[config.mk]
export PLATFORM = sky130hd
export DESIGN_NAME = acr_control
export DESIGN_NICKNAME = d
export VERILOG_FILES = /design/src/rtl/acr_pkg.sv /design/src/rtl/acr_control.sv
export SDC_FILE = /design/constraint.sdc
export NUM_CORES = 1
export LEC_CHECK = 0
export BUFFER_PORTS_ARGS = -buffer_cell sky130_fd_sc_hd__buf_4
export CORE_UTILIZATION = 28
export CTS_CLUSTER_DIAMETER = 30
export DETAILED_ROUTE_END_ITERATION = 8
export SLEW_MARGIN = 10
export SYNTH_ARGS = -nofsm -noshare
export SYNTH_HDL_FRONTEND = slang
export SYNTH_SLANG_ARGS = --single-unit
[constraint.sdc]
create_clock -name clk -period 7.27 [get_ports clk]
set_input_delay 1.8175 -clock clk [delete_from_list [all_inputs] [get_ports clk]]
set_output_delay 1.8175 -clock clk [all_outputs]
set_load 0.01 [all_outputs]
[src/rtl/acr_pkg.sv]
// acr_pkg: register map, field layout, reset values and timing for the converter control block
package acr_pkg;

  // direct-page registers
  localparam logic [15:0] ADDR_STATUS_CHANNEL_CONTROL = 16'h0010;
  localparam logic [15:0] ADDR_RESERVED_DIRECT_A      = 16'h0011;
  localparam logic [15:0] ADDR_CONFIG_PRIMARY         = 16'h0012;
  localparam logic [15:0] ADDR_CONFIG_SECONDARY       = 16'h0013;
  localparam logic [15:0] ADDR_RESULT_HIGH            = 16'h0014;
  localparam logic [15:0] ADDR_RESULT_LOW             = 16'h0015;
  // high-page registers
  localparam logic [15:0] ADDR_COMPARE_VALUE_HIGH     = 16'h1880;
  localparam logic [15:0] ADDR_COMPARE_VALUE_LOW      = 16'h1881;
  localparam logic [15:0] ADDR_RESERVED_HIGH_A        = 16'h1882;
  localparam logic [15:0] ADDR_RESERVED_HIGH_B        = 16'h1883;
  localparam logic [15:0] ADDR_GEN_STATUS_CONTROL_TWO = 16'h1884;
  localparam logic [15:0] ADDR_GEN_STATUS_CONTROL_THR = 16'h1885;
  localparam logic [15:0] ADDR_PIN_ENABLE_LOW         = 16'h189F;
  localparam logic [15:0] ADDR_PIN_ENABLE_HIGH        = 16'h18A0;

  // status_channel_control fields
  localparam int BIT_CONVERSION_COMPLETE   = 7;
  localparam int BIT_CONV_INTERRUPT_ENABLE = 6;
  localparam int CHANNEL_MSB               = 4;
  localparam logic [4:0] CHANNEL_DISABLED  = 5'h1F;
  // general_status_control_two fields
  localparam int BIT_CONVERSION_ACTIVE     = 7;
  localparam int BIT_HARDWARE_TRIGGER      = 6;
  localparam int BIT_COMPARE_ENABLE        = 5;
  localparam int BIT_COMPARE_GREATER       = 4;
  // general_status_control_three fields
  localparam int BIT_CONTINUOUS_ENABLE     = 3;
  // config_secondary fields
  localparam int BIT_ASYNC_PREENABLE       = 3;
  localparam int BIT_HIGH_SPEED            = 2;
  localparam logic [3:0] CFG2_WRITE_MASK   = 4'hF;
  // config_primary fields
  localparam int BIT_LOW_POWER             = 7;
  localparam int BIT_LONG_SAMPLE           = 4;
  localparam logic [1:0] CLOCK_SELECT_ASYNC = 2'h3;
  localparam logic [1:0] MODE_8BIT         = 2'h0;
  localparam logic [1:0] MODE_12BIT        = 2'h1;
  localparam logic [1:0] MODE_10BIT        = 2'h2;

  // reset values
  localparam logic [7:0] RESET_STATUS_CHANNEL = 8'h1F;
  localparam logic [7:0] RESET_ZERO           = 8'h00;
  localparam logic [3:0] RESET_CFG2           = 4'h0;

  // asynchronous clock startup time, least time, rounded up
  localparam int CLOCK_PERIOD_NS    = 100;
  localparam int ASYNC_STARTUP_NS   = 5000;
  localparam int ASYNC_STARTUP_CYC  = (ASYNC_STARTUP_NS + CLOCK_PERIOD_NS - 1) / CLOCK_PERIOD_NS;
  localparam logic [7:0] STARTUP_COUNT = 8'(ASYNC_STARTUP_CYC);

  typedef enum {ST_IDLE, ST_STARTUP, ST_CONVERT} acr_state_type;

  // settings handed to the analog core
  typedef struct packed {
    logic [4:0]  channel;
    logic        low_power_config;
    logic [1:0]  clock_divide;
    logic        long_sample_enable;
    logic [1:0]  mode;
    logic [1:0]  input_clock_select;
    logic        async_clock_preenable;
    logic        high_speed_config;
    logic [1:0]  long_sample_time_select;
    logic [15:0] analog_pin_enable;
  } acr_core_cfg_type;

  // processor register access
  typedef struct packed {
    logic [15:0] addr;
    logic        wr;
    logic        rd;
    logic [7:0]  wdata;
  } acr_reg_req_type;

endpackage

[src/rtl/acr_control.sv]
// acr_control: register map and conversion sequencer of the 12-bit converter
`timescale 1ns/100ps
//
// Operation
// RQ1 - channel control at 0x0010: complete flag bit 7, interrupt enable 6, channel low.
// RQ2 - continuous conversion bit lives in general control three at 0x1885.
// RQ3 - general control two at 0x1884: active, trigger, compare enable, greater-than.
// RQ4 - software keeps bit 3 and other reserved bits of 0x1884 at zero.
// RQ5 - sixteen-bit result: upper byte at 0x0014, lower byte at 0x0015.
// RQ6 - sixteen-bit compare value held at 0x1880 upper and 0x1881 lower.
// RQ7 - config registers at 0x0012 and 0x0013; first holds power, divide, sample, mode, clock.
// RQ8 - second config selects high speed and long sample time in low four bits.
// RQ9 - async clock pre-enabled skips the startup time on the first conversion.
// RQ10 - pin enables at 0x189F and 0x18A0, one bit per channel 0 to 15.
// RQ11 - init-only registers in high page, frequent ones in direct page.
// RQ12 - second config reset: async clock off, normal sequence, longest sample time.
// RQ13 - reserved 0x0011, 0x1882, 0x1883 read zero and ignore writes, no error.
module acr_control (
  // clock and reset
  input  wire logic                      clk,
  input  wire logic                      rst_n,
  // processor register port
  input  wire acr_pkg::acr_reg_req_type  reg_req,
  output logic [7:0]                     reg_rdata,
  // hardware trigger from on-chip logic, same clock
  input  wire logic                      hw_trigger,
  // analog core
  output logic                           core_start,
  output acr_pkg::acr_core_cfg_type      core_cfg,
  input  wire logic                      core_done,
  input  wire logic [11:0]               core_data,
  // completion request level
  output logic                           conversion_irq
);

  typedef struct packed {
    acr_pkg::acr_state_type state;
    logic [7:0]  startup_cnt;
    logic        start;
    logic        conversion_complete_flag;
    logic        conversion_interrupt_enable;
    logic [4:0]  channel;
    logic        hw_trig_sel;
    logic        cmp_en;
    logic        cmp_gt;
    logic        continuous;
    logic [7:0]  cfg1;
    logic [3:0]  cfg2;
    logic [15:0] result;
    logic [15:0] compare;
    logic [15:0] pin_en;
    logic [7:0]  rdata;
  } acr_regs_type;

  acr_regs_type r_q;
  acr_regs_type r_d;

  logic        wr_sc1;
  logic        want_start;
  logic        async_sel;
  logic [15:0] scaled;
  logic        cmp_true;

  //////////////////////////////////////////////////////////////////////////////
  // decode and helpers

  assign wr_sc1    = reg_req.wr && reg_req.addr == acr_pkg::ADDR_STATUS_CHANNEL_CONTROL;
  assign async_sel = r_q.cfg1[1:0] == acr_pkg::CLOCK_SELECT_ASYNC;

  // right-justify the core result to the selected resolution
  always_comb begin
    case (r_q.cfg1[3:2])
      acr_pkg::MODE_8BIT:  scaled = {8'h00, core_data[11:4]};
      acr_pkg::MODE_10BIT: scaled = {6'h00, core_data[11:2]};
      default:             scaled = {4'h0, core_data};
    endcase
  end

  // greater-than selects result >= compare, otherwise result < compare
  assign cmp_true = r_q.cmp_gt ? (scaled >= r_q.compare) : (scaled < r_q.compare);

  //////////////////////////////////////////////////////////////////////////////
  // next state

  always_comb begin
    r_d       = r_q;
    r_d.start = 1'b0;
    want_start = 1'b0;

    // register writes; reserved addresses fall through untouched (no error)
    if (reg_req.wr) begin
      case (reg_req.addr)  // RQ11
        acr_pkg::ADDR_STATUS_CHANNEL_CONTROL: begin  // RQ1
          r_d.conversion_interrupt_enable    = reg_req.wdata[acr_pkg::BIT_CONV_INTERRUPT_ENABLE];
          r_d.channel = reg_req.wdata[acr_pkg::CHANNEL_MSB:0];
          r_d.conversion_complete_flag    = 1'b0;
        end
        acr_pkg::ADDR_CONFIG_PRIMARY:   r_d.cfg1 = reg_req.wdata;  // RQ7
        acr_pkg::ADDR_CONFIG_SECONDARY: r_d.cfg2 = reg_req.wdata[3:0] & acr_pkg::CFG2_WRITE_MASK;  // RQ8
        acr_pkg::ADDR_COMPARE_VALUE_HIGH: r_d.compare[15:8] = reg_req.wdata;  // RQ6
        acr_pkg::ADDR_COMPARE_VALUE_LOW:  r_d.compare[7:0]  = reg_req.wdata;  // RQ6
        acr_pkg::ADDR_GEN_STATUS_CONTROL_TWO: begin  // RQ3
          // active bit is read-only; low nibble is reserved and dropped
          r_d.hw_trig_sel = reg_req.wdata[acr_pkg::BIT_HARDWARE_TRIGGER];
          r_d.cmp_en      = reg_req.wdata[acr_pkg::BIT_COMPARE_ENABLE];
          r_d.cmp_gt      = reg_req.wdata[acr_pkg::BIT_COMPARE_GREATER];
        end
        acr_pkg::ADDR_GEN_STATUS_CONTROL_THR:  // RQ2
          r_d.continuous = reg_req.wdata[acr_pkg::BIT_CONTINUOUS_ENABLE];
        acr_pkg::ADDR_PIN_ENABLE_LOW:  r_d.pin_en[7:0]  = reg_req.wdata;  // RQ10
        acr_pkg::ADDR_PIN_ENABLE_HIGH: r_d.pin_en[15:8] = reg_req.wdata;  // RQ10
        default: ;  // RQ13
      endcase
    end

    // reading the low result byte acknowledges the completion
    if (reg_req.rd && reg_req.addr == acr_pkg::ADDR_RESULT_LOW) begin
      r_d.conversion_complete_flag = 1'b0;
    end

    // a channel-control write aborts any conversion in flight
    if (wr_sc1) begin
      r_d.state = acr_pkg::ST_IDLE;
      if (!r_d.hw_trig_sel && r_d.channel != acr_pkg::CHANNEL_DISABLED) begin
        want_start = 1'b1;
      end
    end else if (r_q.state == acr_pkg::ST_IDLE && r_q.hw_trig_sel && hw_trigger
                 && r_q.channel != acr_pkg::CHANNEL_DISABLED) begin
      want_start = 1'b1;
    end

    case (r_q.state)
      acr_pkg::ST_STARTUP: begin
        if (!wr_sc1) begin
          if (r_q.startup_cnt <= 8'h01) begin
            r_d.state = acr_pkg::ST_CONVERT;
            r_d.start = 1'b1;
          end else begin
            r_d.startup_cnt = r_q.startup_cnt - 8'h01;
          end
        end
      end
      acr_pkg::ST_CONVERT: begin
        if (!wr_sc1 && core_done) begin
          // compare miss discards the sample and leaves the flag alone
          if (!r_q.cmp_en || cmp_true) begin
            r_d.result = scaled;  // RQ5
            r_d.conversion_complete_flag   = 1'b1;    // set wins over a result-read clear in this cycle
          end
          if (r_q.continuous) begin  // RQ2
            r_d.start = 1'b1;
          end else begin
            r_d.state = acr_pkg::ST_IDLE;
          end
        end
      end
      acr_pkg::ST_IDLE: ;
      default: r_d.state = acr_pkg::ST_IDLE;
    endcase

    // async clock that was not pre-enabled must first start up
    if (want_start) begin
      if (async_sel && !r_q.cfg2[acr_pkg::BIT_ASYNC_PREENABLE]) begin
        r_d.state       = acr_pkg::ST_STARTUP;
        r_d.startup_cnt = acr_pkg::STARTUP_COUNT;
      end else begin  // RQ9
        r_d.state = acr_pkg::ST_CONVERT;
        r_d.start = 1'b1;
      end
    end

    // read data, registered
    r_d.rdata = acr_pkg::RESET_ZERO;
    if (reg_req.rd) begin
      case (reg_req.addr)
        acr_pkg::ADDR_STATUS_CHANNEL_CONTROL:
          r_d.rdata = {r_q.conversion_complete_flag, r_q.conversion_interrupt_enable, 1'b0, r_q.channel};  // RQ1
        acr_pkg::ADDR_CONFIG_PRIMARY:   r_d.rdata = r_q.cfg1;
        acr_pkg::ADDR_CONFIG_SECONDARY: r_d.rdata = {4'h0, r_q.cfg2};
        acr_pkg::ADDR_RESULT_HIGH:      r_d.rdata = r_q.result[15:8];  // RQ5
        acr_pkg::ADDR_RESULT_LOW:       r_d.rdata = r_q.result[7:0];   // RQ5
        acr_pkg::ADDR_COMPARE_VALUE_HIGH: r_d.rdata = r_q.compare[15:8];
        acr_pkg::ADDR_COMPARE_VALUE_LOW:  r_d.rdata = r_q.compare[7:0];
        acr_pkg::ADDR_GEN_STATUS_CONTROL_TWO:  // RQ3
          r_d.rdata = {r_q.state != acr_pkg::ST_IDLE, r_q.hw_trig_sel, r_q.cmp_en, r_q.cmp_gt, 4'h0};
        acr_pkg::ADDR_GEN_STATUS_CONTROL_THR: r_d.rdata = {4'h0, r_q.continuous, 3'h0};
        acr_pkg::ADDR_PIN_ENABLE_LOW:   r_d.rdata = r_q.pin_en[7:0];
        acr_pkg::ADDR_PIN_ENABLE_HIGH:  r_d.rdata = r_q.pin_en[15:8];
        default: r_d.rdata = acr_pkg::RESET_ZERO;  // RQ13
      endcase
    end
  end

  //////////////////////////////////////////////////////////////////////////////
  // state register

  always_ff @(posedge clk or negedge rst_n) begin
    if (!rst_n) begin
      r_q.state       <= acr_pkg::ST_IDLE;
      r_q.startup_cnt <= 8'h00;
      r_q.start       <= 1'b0;
      r_q.conversion_complete_flag        <= 1'b0;
      r_q.conversion_interrupt_enable        <= 1'b0;
      r_q.channel     <= acr_pkg::RESET_STATUS_CHANNEL[acr_pkg::CHANNEL_MSB:0];
      r_q.hw_trig_sel <= 1'b0;
      r_q.cmp_en      <= 1'b0;
      r_q.cmp_gt      <= 1'b0;
      r_q.continuous  <= 1'b0;
      r_q.cfg1        <= acr_pkg::RESET_ZERO;
      r_q.cfg2        <= acr_pkg::RESET_CFG2;  // RQ12
      r_q.result      <= 16'h0000;
      r_q.compare     <= 16'h0000;
      r_q.pin_en      <= 16'h0000;
      r_q.rdata       <= acr_pkg::RESET_ZERO;
    end else begin
      r_q <= r_d;
    end
  end

  //////////////////////////////////////////////////////////////////////////////
  // outputs

  assign reg_rdata      = r_q.rdata;
  assign core_start     = r_q.start;
  assign conversion_irq = r_q.conversion_complete_flag & r_q.conversion_interrupt_enable;

  // core settings straight from the register flops
  always_comb begin
    core_cfg.channel                 = r_q.channel;
    core_cfg.low_power_config        = r_q.cfg1[acr_pkg::BIT_LOW_POWER];
    core_cfg.clock_divide            = r_q.cfg1[6:5];
    core_cfg.long_sample_enable      = r_q.cfg1[acr_pkg::BIT_LONG_SAMPLE];
    core_cfg.mode                    = r_q.cfg1[3:2];
    core_cfg.input_clock_select      = r_q.cfg1[1:0];
    core_cfg.async_clock_preenable   = r_q.cfg2[acr_pkg::BIT_ASYNC_PREENABLE];
    core_cfg.high_speed_config       = r_q.cfg2[acr_pkg::BIT_HIGH_SPEED];  // RQ8
    core_cfg.long_sample_time_select = r_q.cfg2[1:0];
    core_cfg.analog_pin_enable       = r_q.pin_en;  // RQ10
  end

endmodule // acr_control

==> results of run 1 <==
[sequential cells by signal, summed over array words and instances (netlist names)]
signal / cells
reg_rdata: 8
r_q: 74
core_cfg: 33
core_start: 1
[cells by family (layout without fill, tap and decap cells)]
logic type / Yosys count / after routing / synth area share (%)
and+or+nand+nor: 132 / 132 / 12.9
buffers and inverters: 74 / 134 / 7.77
AOI/OAI and AO/OA: 81 / 81 / 9.74
DFF: 116 / 116 / 49.2
other: 1 / 30 / 0.0635
adders and majority gates: 14 / 14 / 2.96
muxes: 82 / 82 / 16.3
xor gates and xnor gates: 7 / 7 / 1.04
[path summary, 6_finish.rpt]
check / startpoint / endpoint / slack, ps
max: core_data[5] / r_q[42] / 2950
min: r_q[51] / r_q[51] / 510
max reg2reg: core_cfg[23] / r_q[42] / 3580
min reg2reg: r_q[51] / r_q[51] / 510
max in group asynchronous: rst_n / r_q[31] / 4580
min in group asynchronous: rst_n / r_q[81] / 1480
[report_power, final]
part | internal, uW | switching (uW)
clock | 552 | 312
combinational | 23.6 | 43.0
sequential | 655 | 2.45
total | 1230 | 358
[cell usage after synthesis (all sizes together) (2+ instances only)]
library cell and count:
o21a 6, nand2b 3, dfrtp 111, o21ai 17
a32o 2, o2bb2ai 4, a222oi 4, a21boi 3
a211oi 3, mux2 66, a31oi 4, buf 52
a22oi 7, ha 14, and2 7, nor2b 2
and4b 2, o22ai 5, or4 2, xnor2 3
nor3b 2, a21oi 10, and3b 3, nor4 12
nand4 8, o211ai 4, nor2 29, nand2 30
and3 7, or3 2, nand3 14, xor2 4
nor3 5, a221o 3, mux2i 16, dfstp 5
inv 17, clkbuf 5
[per-layer routing]
metal	vias up	track usage [%]
met3	27	5.25
li1	1930	-
met2	146	21.6
met1	2033	20.2
met5	-	0
met4	0	5.36
[cells in the final DEF, fill, tap and decap left out, types with 9 or more instances in the layout]
master	n
sky130_fd_sc_hd__nand2_1	29
sky130_fd_sc_hd__inv_1	17
sky130_fd_sc_hd__a21oi_1	9
sky130_fd_sc_hd__dfrtp_1	111
sky130_fd_sc_hd__nor2_1	27
sky130_fd_sc_hd__nand3_1	12
sky130_fd_sc_hd__conb_1	30
sky130_fd_sc_hd__clkbuf_16	17
sky130_fd_sc_hd__mux2_2	50
sky130_fd_sc_hd__ha_1	14
sky130_fd_sc_hd__mux2i_1	16
sky130_fd_sc_hd__nor4_1	9
sky130_fd_sc_hd__o21ai_0	15
sky130_fd_sc_hd__mux2_4	16
sky130_fd_sc_hd__buf_4	85
[per-stage QoR]
stage          utilization (%)  setup slack (ps)  instance area, um2  instances
4_1_cts                   35.3              3000                7220        866
3_5_place_dp              32.3              2550                6600        834
5_1_grt                   35.3              2840                7220        866
6_report                  35.3              2950                7220        866
3_3_place_gp              32.3              2570                6600        834
2_1_floorplan                -              3260                6020        536
[area by class of cell]
cell class                      count  area (um2)
Fill cell                        2054       13200
Sequential cell                   116        2910
Multi-Input combinational cell    346        2650
Timing Repair Buffer               85         638
Clock buffer                       19         443
Tap cell                          270         338
Clock inverter                     13         174
Inverter                           17        63.8
==> impl_results.rst, run 1 <==
.. list-table::
   :header-rows: 1

   * - Metric
     - Value
   * - Main flop type after synthesis
     - sky130_fd_sc_hd__dfrtp_1
   * - Number of buffers on the longest clock path
     - 2
   * - Top sig layer
     - met4
   * - Starting utilization of the core area
     - 28.9%
   * - Setup Viol. Count Final
     - 0
   * - Data arrival, critical path
     - 4620 ps
   * - Row count
     - 52
   * - Number of setup buffers added after CTS
     - 0
   * - Detailed-route wire length on metal 1
     - 7150 um
   * - Kind of launch point of the worst setup path
     - input pin
   * - First-pass GRT wire length
     - 23700 um
   * - Cell at the root of the clock tree
     - sky130_fd_sc_hd__clkbuf_16
   * - Final HPWL DP
     - 11400 um
   * - Number of buffers created by CTS
     - 17
   * - Number of distinct library cells after synthesis
     - 66
   * - Ordered cell list for the critical path
     - buf_4, mux2i_1, o21ai_0, ha_1, nor2b_1, o211ai_1, a211oi_1, o41ai_1, o211ai_1, a21oi_2, mux2_2
   * - EDFF count, synth
     - 0
   * - Global-route congestion overflow total
     - 0
   * - Highest clock rate
     - 232 MHz
   * - Endpoint class of the critical path
     - flip-flop
   * - Flop and latch count out of synthesis
     - 116
   * - Min-Delay Path Depth
     - 1
   * - Startpoint-to-endpoint class of the critical path
     - in -> reg
   * - Peak fanout along the critical path
     - 13
   * - Number of buffer and inverter stages on the critical path
     - 1
   * - Core footprint
     - 0.0204 mm2
   * - Horiz. Die Dim
     - 147 um
   * - Slowest library cell on the worst path
     - sky130_fd_sc_hd__a21oi_2
   * - Number of I/O port buffers
     - 84
   * - Initial DRC count
     - 340
   * - Full die area
     - 0.0217 mm2
   * - Top Ports
     - 85
   * - Share of layout cells above drive strength 1
     - 33.9%
   * - Avg WL per Cell
     - 17.6 um
   * - Total wirelength of the detailed-routed design
     - 15200 um
   * - Share of the yosys chip area belonging to registers
     - 49.2%
   * - Antenna Violating Nets Remaining
     - 0
   * - Top cell type's share of synthesized area
     - 47.0%
   * - Family with the most delay on the worst path
     - compound AO/OA/AOI/OAI gates
   * - Clock latency on the worst-skew pair
     - 420 ps
   * - Antenna violations before repair
     - 0
   * - Stages on worst setup path
     - 11
   * - Post-route minimum period
     - 4320 ps
   * - Die span in y
     - 147 um
   * - Maximum number of pins on one net before global-route repair
     - 63
   * - Total number of H-tree levels
     - 4
   * - MaxCap Viol Count
     - 0
   * - Setup repair after global routing missed its margin
     - no
   * - Share of synthesized flip-flops with an asynchronous set or reset
     - 100%
   * - Quantity of hold-fixing buffers added after cts
     - 0
   * - Final hold violation count
     - 0
   * - Number of global-route vias before repair
     - 4159
   * - Tot GR Track Use
     - 14.8%
   * - Total met3 wirelength after detailed routing
     - 981 um
   * - Number of clock sinks
     - 116
   * - Max Clock Skew
     - 5.40 ps
   * - Count of TritonRoute iterations in the first routing pass
     - 5
   * - Total design power
     - 1590 uW
   * - Largest voltage drop on the vdd net
     - 0.177 mV
   * - Avg Inst Size Synth
     - 11.7 um2
   * - Required @ worst endpoint
     - 7580 ps
   * - Via count of the routed design
     - 4136
   * - Stage delay of the slowest cell on the critical path
     - 770 ps
   * - Top cells by area, synth
     - sky130_fd_sc_hd__dfrtp_1 (47%), sky130_fd_sc_hd__mux2_2 (9.5%), sky130_fd_sc_hd__buf_4 (5.3%)
   * - Total leakage power
     - 0.00332 uW
   * - Final weighted congestion in routability-driven placement
     - 0.833
   * - Area Overhead vs Synth
     - 22.1%
   * - Number of slew-limit violations in the final report
     - 0
   * - Cell area power density
     - 220 mW/mm2
   * - Nets
     - 639
   * - Total negative slack
     - 0 ps
   * - Resized cells post-CTS
     - 0
   * - Ys Warns
     - 0
   * - DRC violation count after routing
     - 0
   * - Worst Hold Class
     - reg -> reg
   * - Final antenna diode count
     - 0
   * - Worst max-slew margin expressed relative to the limit
     - 34.5%
   * - Clock transition at the registers of the reported paths
     - 60 ps
   * - R2R cell count
     - 10
   * - Status
     - complete, no violations
   * - Clock tree from TritonCTS
     - built
   * - Number of vias per cell after detailed routing
     - 4.78
   * - Slew @ Worst Pin
     - 982 ps
   * - Number of cells produced by synthesis
     - 507
   * - Post-Route Hold Slack
     - 508 ps
   * - Cell type with the largest total area after synthesis
     - sky130_fd_sc_hd__dfrtp_1
   * - Routed wire length on met2
     - 6790 um
   * - Netlist Area Pre-Place
     - 0.00591 mm2
   * - Ratio of final minimum period to clock period
     - 59.4%
   * - Most Frequent Cell on Critical Path
     - sky130_fd_sc_hd__o211ai_1
(Power assumes the default switching activity.)
==> inputs of run 2 (changes only) <==
clock period = 4.2 ns   (was 7.27 ns; I/O delays follow)
==> impl_results.rst, run 2 (synthesis results as in run 1) <==
.. list-table::
   :header-rows: 1

   * - Metric
     - Value
   * - Status
     - complete, no violations (unchanged)
   * - R2R cell count
     - 10 (unchanged)
   * - Total leakage power
     - 0.00335 uW (was 0.00332 uW)
   * - Full die area
     - 0.0217 mm2 (unchanged)
   * - Peak fanout along the critical path
     - 13 (unchanged)
   * - Share of layout cells above drive strength 1
     - 34.2% (was 33.9%)
   * - Final HPWL DP
     - 11600 um (was 11400 um)
   * - Setup Viol. Count Final
     - 0 (unchanged)
   * - Total wirelength of the detailed-routed design
     - 15500 um (was 15200 um)
   * - Number of vias per cell after detailed routing
     - 4.82 (was 4.78)
   * - Top library cells by usage in the layout, fill and taps aside
     - sky130_fd_sc_hd__dfrtp_1 (111), sky130_fd_sc_hd__buf_4 (90), sky130_fd_sc_hd__mux2_2 (50) (was sky130_fd_sc_hd__dfrtp_1 (111), sky130_fd_sc_hd__buf_4 (85), sky130_fd_sc_hd__mux2_2 (50))
   * - Most common cell after layout, fill and taps aside
     - sky130_fd_sc_hd__dfrtp_1 (unchanged)
   * - Cell count after placement
     - 840 (was 834)
   * - Max reg flops
     - 74 (unchanged)
   * - Worst setup startpoint
     - core_cfg[23] (was core_data[5])
   * - Post-route minimum period
     - 3580 ps
   * - MaxCap Viol Count
     - 0 (unchanged)
   * - Clock latency on the worst-skew pair
     - 420 ps (about the same)
   * - Total number of H-tree levels
     - 4 (unchanged)
   * - Antenna Violating Nets Remaining
     - 0 (unchanged)
   * - Clock tree from TritonCTS
     - built (unchanged)
   * - Ratio of final minimum period to clock period
     - 85.3%
   * - Setup repair after global routing missed its margin
     - no (unchanged)
   * - Max Clock Skew
     - 7.91 ps (was 5.40 ps)
   * - Worst max-slew margin expressed relative to the limit
     - 38.2% (was 34.5%)
   * - Number of global-route vias before repair
     - 4172 (was 4159)
   * - Final weighted congestion in routability-driven placement
     - 0.864 (was 0.833)
   * - Hold EP
     - r_q[50] (was r_q[51])
   * - Worst Hold Class
     - reg -> reg (unchanged)
   * - Area of the multi-input gates
     - 0.00265 mm2 (unchanged)
   * - Fill count
     - 2061 (was 2054)
   * - Slew @ Worst Pin
     - 927 ps (was 982 ps)
   * - Fraction of power consumed by the clock network
     - 53.6% (was 54.4%)
   * - Flop pwr share
     - 42.1% (was 41.4%)
   * - Row count
     - 52 (unchanged)
   * - Top Ports
     - 85 (unchanged)
   * - Data arrival, critical path
     - 3880 ps (was 4620 ps)
   * - Nets
     - 645 (was 639)
   * - Endpoint class of the critical path
     - flip-flop (unchanged)
   * - Register containing the most flip-flops in the final layout
     - r_q (unchanged)
   * - Sequential Area
     - 0.00291 mm2 (unchanged)
   * - Core footprint
     - 0.0204 mm2 (unchanged)
   * - Clock transition at the registers of the reported paths
     - 50 ps (was 60 ps)
   * - Startpoint-to-endpoint class of the critical path
     - reg -> reg (was in -> reg)
   * - Reg2Reg Capture Point
     - r_q[41] (was r_q[42])
   * - Required @ worst endpoint
     - 4500 ps (was 7580 ps)
   * - Min-Delay Path Depth
     - 1 (unchanged)
   * - Avg WL per Cell
     - 17.7 um (was 17.6 um)
   * - Highest clock rate
     - 279 MHz
   * - Tot GR Track Use
     - 14.9% (was 14.8%)
   * - Resized cells post-CTS
     - 0 (unchanged)
   * - Worst Min Path Start
     - r_q[50] (was r_q[51])
   * - Net switching power
     - 572 uW (was 358 uW)
   * - Number of buffers created by CTS
     - 17 (unchanged)
   * - Largest voltage drop on the vdd net
     - 0.295 mV (was 0.177 mV)
   * - Total internal power
     - 2130 uW (was 1230 uW)
   * - Starting utilization of the core area
     - 28.9% (unchanged)
   * - Logic gate share of total power
     - 4.3% (was 4.2%)
   * - Quantity of hold-fixing buffers added after cts
     - 0 (unchanged)
   * - Maximum number of pins on one net before global-route repair
     - 62 (was 63)
   * - Via count of the routed design
     - 4203 (was 4136)
   * - Initial DRC count
     - 286 (was 340)
   * - Die span in y
     - 147 um (unchanged)
   * - Cell at the root of the clock tree
     - sky130_fd_sc_hd__clkbuf_16 (unchanged)
   * - Switching share of total power
     - 21.1% (was 22.5%)
   * - Kind of launch point of the worst setup path
     - flip-flop (was input pin)
   * - Count of TritonRoute iterations in the first routing pass
     - 6 (was 5)
   * - Number of I/O port buffers
     - 84 (unchanged)
   * - Final antenna diode count
     - 0 (unchanged)
   * - Global-route congestion overflow total
     - 0 (unchanged)
   * - Horiz. Die Dim
     - 147 um (unchanged)
   * - Final hold violation count
     - 0 (unchanged)
   * - DRC violation count after routing
     - 0 (unchanged)
   * - Non-filler instance count after layout
     - 872 (was 866)
   * - Number of slew-limit violations in the final report
     - 0 (unchanged)
   * - Number of setup buffers added after CTS
     - 0 (unchanged)
   * - Number of clock sinks
     - 116 (unchanged)
   * - Antenna violations before repair
     - 0 (unchanged)
   * - Number of buffers on the longest clock path
     - 2 (unchanged)
   * - First-pass GRT wire length
     - 23900 um (was 23700 um)
   * - Reg2reg setup slack
     - 620 ps (was 3580 ps)
   * - Area Overhead vs Synth
     - 22.7% (was 22.1%)
   * - Critical R2R Launch
     - core_cfg[23] (unchanged)
   * - Cell area power density
     - 373 mW/mm2 (was 220 mW/mm2)
   * - Total negative slack
     - 0 ps (unchanged)
run 2: power groups by stage:
stage          clock network [uW]  logic (uW)  registers (uW)
6_report                     1450         117            1140
3_5_place_dp                    0         117            1160
4_1_cts                      1480         118            1140
3_3_place_gp                    0         116            1160
2_1_floorplan                   0        35.7            1160
5_1_grt                      1530         131            1140
run 2: critical path: stages, from the launching register on:
cell and delay, ps:
sky130_fd_sc_hd__dfrtp_1 680, sky130_fd_sc_hd__buf_4 240, sky130_fd_sc_hd__nand2_1 50, sky130_fd_sc_hd__o21ai_0 310, sky130_fd_sc_hd__ha_1 310, sky130_fd_sc_hd__nand4_1 150
sky130_fd_sc_hd__a211oi_1 80, sky130_fd_sc_hd__o41ai_1 310, sky130_fd_sc_hd__o211ai_1 170, sky130_fd_sc_hd__a21oi_2 730, sky130_fd_sc_hd__mux2_2 410
run 2: per-stage QoR:
step	setup slack (ps)	util [%]	power, uW	hold WS (ps)	area [um2]
finish	617	35.5	2710	504	7250
global route	362	35.5	2800	525	7250
CTS	544	35.5	2730	506	7250
detailed placement	260	32.6	1270	494	6660
global placement	276	32.6	1270	488	6660
floorplan	953	-	1190	479	6020
run 2: area by class of cell:
| cell class | instances | area share (%) |
|---|---|---|
| inverter | 17 | 0.880 |
| tap | 270 | 4.66 |
| timing repair buffer | 91 | 9.59 |
| multi-input combinational | 346 | 36.5 |
| clock buffer | 22 | 6.40 |
| clock inverter | 10 | 1.83 |
| sequential | 116 | 40.1 |
run 2: worst max-delay path by stage:
stage / slack (ps) / cells past startpoint / endpoint
2_1_floorplan: 950 / 11 / r_q[43]
3_3_place_gp: 280 / 11 / r_q[51]
3_5_place_dp: 260 / 11 / r_q[41]
4_1_cts: 540 / 10 / r_q[41]
5_1_grt: 360 / 10 / r_q[41]
6_report: 620 / 10 / r_q[41]
run 2: per-layer routing:
metal	up-vias	GRT usage, %	share of wire [%]
met2	164	21.9	45
li1	1942	-	-
met5	-	0	0
met1	2067	20.0	45
met4	0	7.11	2.8
met3	30	4.47	7.4
==> inputs of run 3 (changes only) <==
CELL_PAD_IN_SITES_DETAIL_PLACEMENT = 0   (was default)
CELL_PAD_IN_SITES_GLOBAL_PLACEMENT = 1   (was default)
PLACE_DENSITY_LB_ADDON = 0.1   (was default)
==> impl_results.rst, run 3 (synthesis results as in run 1) <==
.. list-table::
   :header-rows: 1

   * - Metric
     - Value
   * - Number of vias per cell after detailed routing
     - 4.73 (was 4.82)
   * - Starting utilization of the core area
     - 28.9% (unchanged)
   * - Maximum number of pins on one net before global-route repair
     - 66 (was 62)
   * - Row count
     - 52 (unchanged)
   * - Ordered cell list for the critical path
     - o21ai_0, ha_1, a211oi_1, nor2_1, o41ai_1, o211ai_1, a21oi_2, mux2_2 (was buf_4, nand2_1, o21ai_0, ha_1, nand4_1, a211oi_1, o41ai_1, o211ai_1, a21oi_2, mux2_2)
   * - Max reg flops
     - 74 (unchanged)
   * - Cell at the root of the clock tree
     - sky130_fd_sc_hd__clkbuf_16 (unchanged)
   * - Reg2reg setup slack
     - 430 ps (was 620 ps)
   * - Top library cells by usage in the layout, fill and taps aside
     - sky130_fd_sc_hd__dfrtp_1 (111), sky130_fd_sc_hd__buf_4 (88), sky130_fd_sc_hd__mux2_2 (50) (was sky130_fd_sc_hd__dfrtp_1 (111), sky130_fd_sc_hd__buf_4 (90), sky130_fd_sc_hd__mux2_2 (50))
   * - Max Clock Skew
     - 8.27 ps (was 7.91 ps)
   * - Startpoint-to-endpoint class of the critical path
     - reg -> reg (unchanged)
   * - Setup Viol. Count Final
     - 0 (unchanged)
   * - Via count of the routed design
     - 4117 (was 4203)
   * - Number of buffers created by CTS
     - 17 (unchanged)
   * - Final HPWL DP
     - 12400 um (was 11600 um)
   * - Worst max-slew margin expressed relative to the limit
     - 35.1% (was 38.2%)
   * - Initial DRC count
     - 175 (was 286)
   * - MaxCap Viol Count
     - 0 (unchanged)
   * - Clock tree from TritonCTS
     - built (unchanged)
   * - Most common cell after layout, fill and taps aside
     - sky130_fd_sc_hd__dfrtp_1 (unchanged)
   * - Top Ports
     - 85 (unchanged)
   * - Count of TritonRoute iterations in the first routing pass
     - 5 (was 6)
   * - Endpoint class of the critical path
     - flip-flop (unchanged)
   * - Required @ worst endpoint
     - 4500 ps (about the same)
   * - Slew @ Worst Pin
     - 974 ps (was 927 ps)
   * - Register containing the most flip-flops in the final layout
     - r_q (unchanged)
   * - Final weighted congestion in routability-driven placement
     - 0.814 (was 0.864)
   * - Tot GR Track Use
     - 16.3% (was 14.9%)
   * - Total leakage power
     - 0.00332 uW (was 0.00335 uW)
   * - Data arrival, critical path
     - 4070 ps (was 3880 ps)
   * - Largest voltage drop on the vdd net
     - 0.253 mV (was 0.295 mV)
   * - Global-route congestion overflow total
     - 0 (unchanged)
   * - Slowest library cell on the worst path
     - sky130_fd_sc_hd__dfrtp_1 (was sky130_fd_sc_hd__a21oi_2)
   * - Highest clock rate
     - 265 MHz (was 279 MHz)
   * - Antenna violations before repair
     - 0 (unchanged)
   * - Number of global-route vias before repair
     - 4220 (was 4172)
   * - Full die area
     - 0.0217 mm2 (unchanged)
   * - Number of buffers on the longest clock path
     - 2 (unchanged)
   * - Cell count after placement
     - 838 (was 840)
   * - DRC violation count after routing
     - 0 (unchanged)
   * - Number of clock sinks
     - 116 (unchanged)
   * - Avg WL per Cell
     - 19.2 um (was 17.7 um)
   * - Post-route minimum period
     - 3770 ps (was 3580 ps)
   * - Nets
     - 643 (was 645)
   * - Number of I/O port buffers
     - 84 (unchanged)
   * - First-pass GRT wire length
     - 25700 um (was 23900 um)
   * - Horiz. Die Dim
     - 147 um (unchanged)
   * - Resized cells post-CTS
     - 0 (unchanged)
   * - Total design power
     - 2630 uW (was 2710 uW)
   * - Number of setup buffers added after CTS
     - 0 (unchanged)
   * - Cell area power density
     - 365 mW/mm2 (was 373 mW/mm2)
   * - Ratio of final minimum period to clock period
     - 89.9% (was 85.3%)
   * - Total number of H-tree levels
     - 4 (unchanged)
   * - Stage delay of the slowest cell on the critical path
     - 870 ps (was 730 ps)
   * - Final antenna diode count
     - 0 (unchanged)
   * - Share of layout cells above drive strength 1
     - 34.3% (was 34.2%)
   * - Total negative slack
     - 0 ps (unchanged)
   * - Worst Hold Class
     - reg -> reg (unchanged)
   * - Core footprint
     - 0.0204 mm2 (unchanged)
   * - Final hold violation count
     - 0 (unchanged)
   * - Post-Route Hold Slack
     - 504 ps (about the same)
   * - Peak fanout along the critical path
     - 25 (was 13)
   * - Setup Slack @ Placement
     - 43.6 ps (was 260 ps)
   * - Clock latency on the worst-skew pair
     - 420 ps (about the same)
   * - Die span in y
     - 147 um (unchanged)
   * - Antenna Violating Nets Remaining
     - 0 (unchanged)
   * - Total wirelength of the detailed-routed design
     - 16700 um (was 15500 um)
   * - Setup repair after global routing missed its margin
     - no (unchanged)
   * - Kind of launch point of the worst setup path
     - flip-flop (unchanged)
   * - Worst-case setup margin in the final layout
     - 426 ps (was 617 ps)
   * - Area Overhead vs Synth
     - 21.9% (was 22.7%)
   * - Clock transition at the registers of the reported paths
     - 60 ps (was 50 ps)
   * - Status
     - complete, no violations (unchanged)
   * - Number of slew-limit violations in the final report
     - 0 (unchanged)
   * - Quantity of hold-fixing buffers added after cts
     - 0 (unchanged)
   * - Non-filler instance count after layout
     - 870 (was 872)
-- run 3: critical path: cells and delay by family (launching register included) --
kind            cells  cell delay [ps]
mux                 1              420
simple gates        1               90
fa+ha+maj           1              370
compound gates      5             1890
flops               1              870
-- run 3: area by class of cell --
type,instances,area (um2)
fillers,2083,13200
well taps,270,338
clock inverters,14,131
multi-input cells,346,2650
clock buffers,18,429
inverters,17,63.8
flip-flops and latches,116,2910
repair buffers,89,681
-- run 3: worst paths after layout --
check                      cells after the start      endpoint    startpoint
min in group asynchronous                      1       r_q[42]         rst_n
max reg2reg                                    8       r_q[42]  core_cfg[22]
max                                            8       r_q[42]  core_cfg[22]
min                                            1       r_q[35]       r_q[35]
max in group asynchronous                      2  core_cfg[31]         rst_n
min reg2reg                                    1       r_q[35]       r_q[35]
-- run 3: through the flow --
| stage | instance area [um2] | util (%) |
|---|---|---|
| after global placement | 6640 | 32.5 |
| after CTS | 7200 | 35.3 |
| final | 7200 | 35.3 |
| after floorplan | 6020 | - |
| after global routing | 7200 | 35.3 |
| after detailed placement | 6640 | 32.5 |
-- run 3: layer usage --
layer	routed length [um]	track usage, %
met1	7980	22.4
met4	338	6.08
met2	7660	24.6
met5	0	0
met3	754	4.19
-- run 3: power by group --
group	switching (uW)	internal (uW)
Clock	552	818
Combinational	76.2	42.1
Sequential	3.95	1130
Total	632	1990
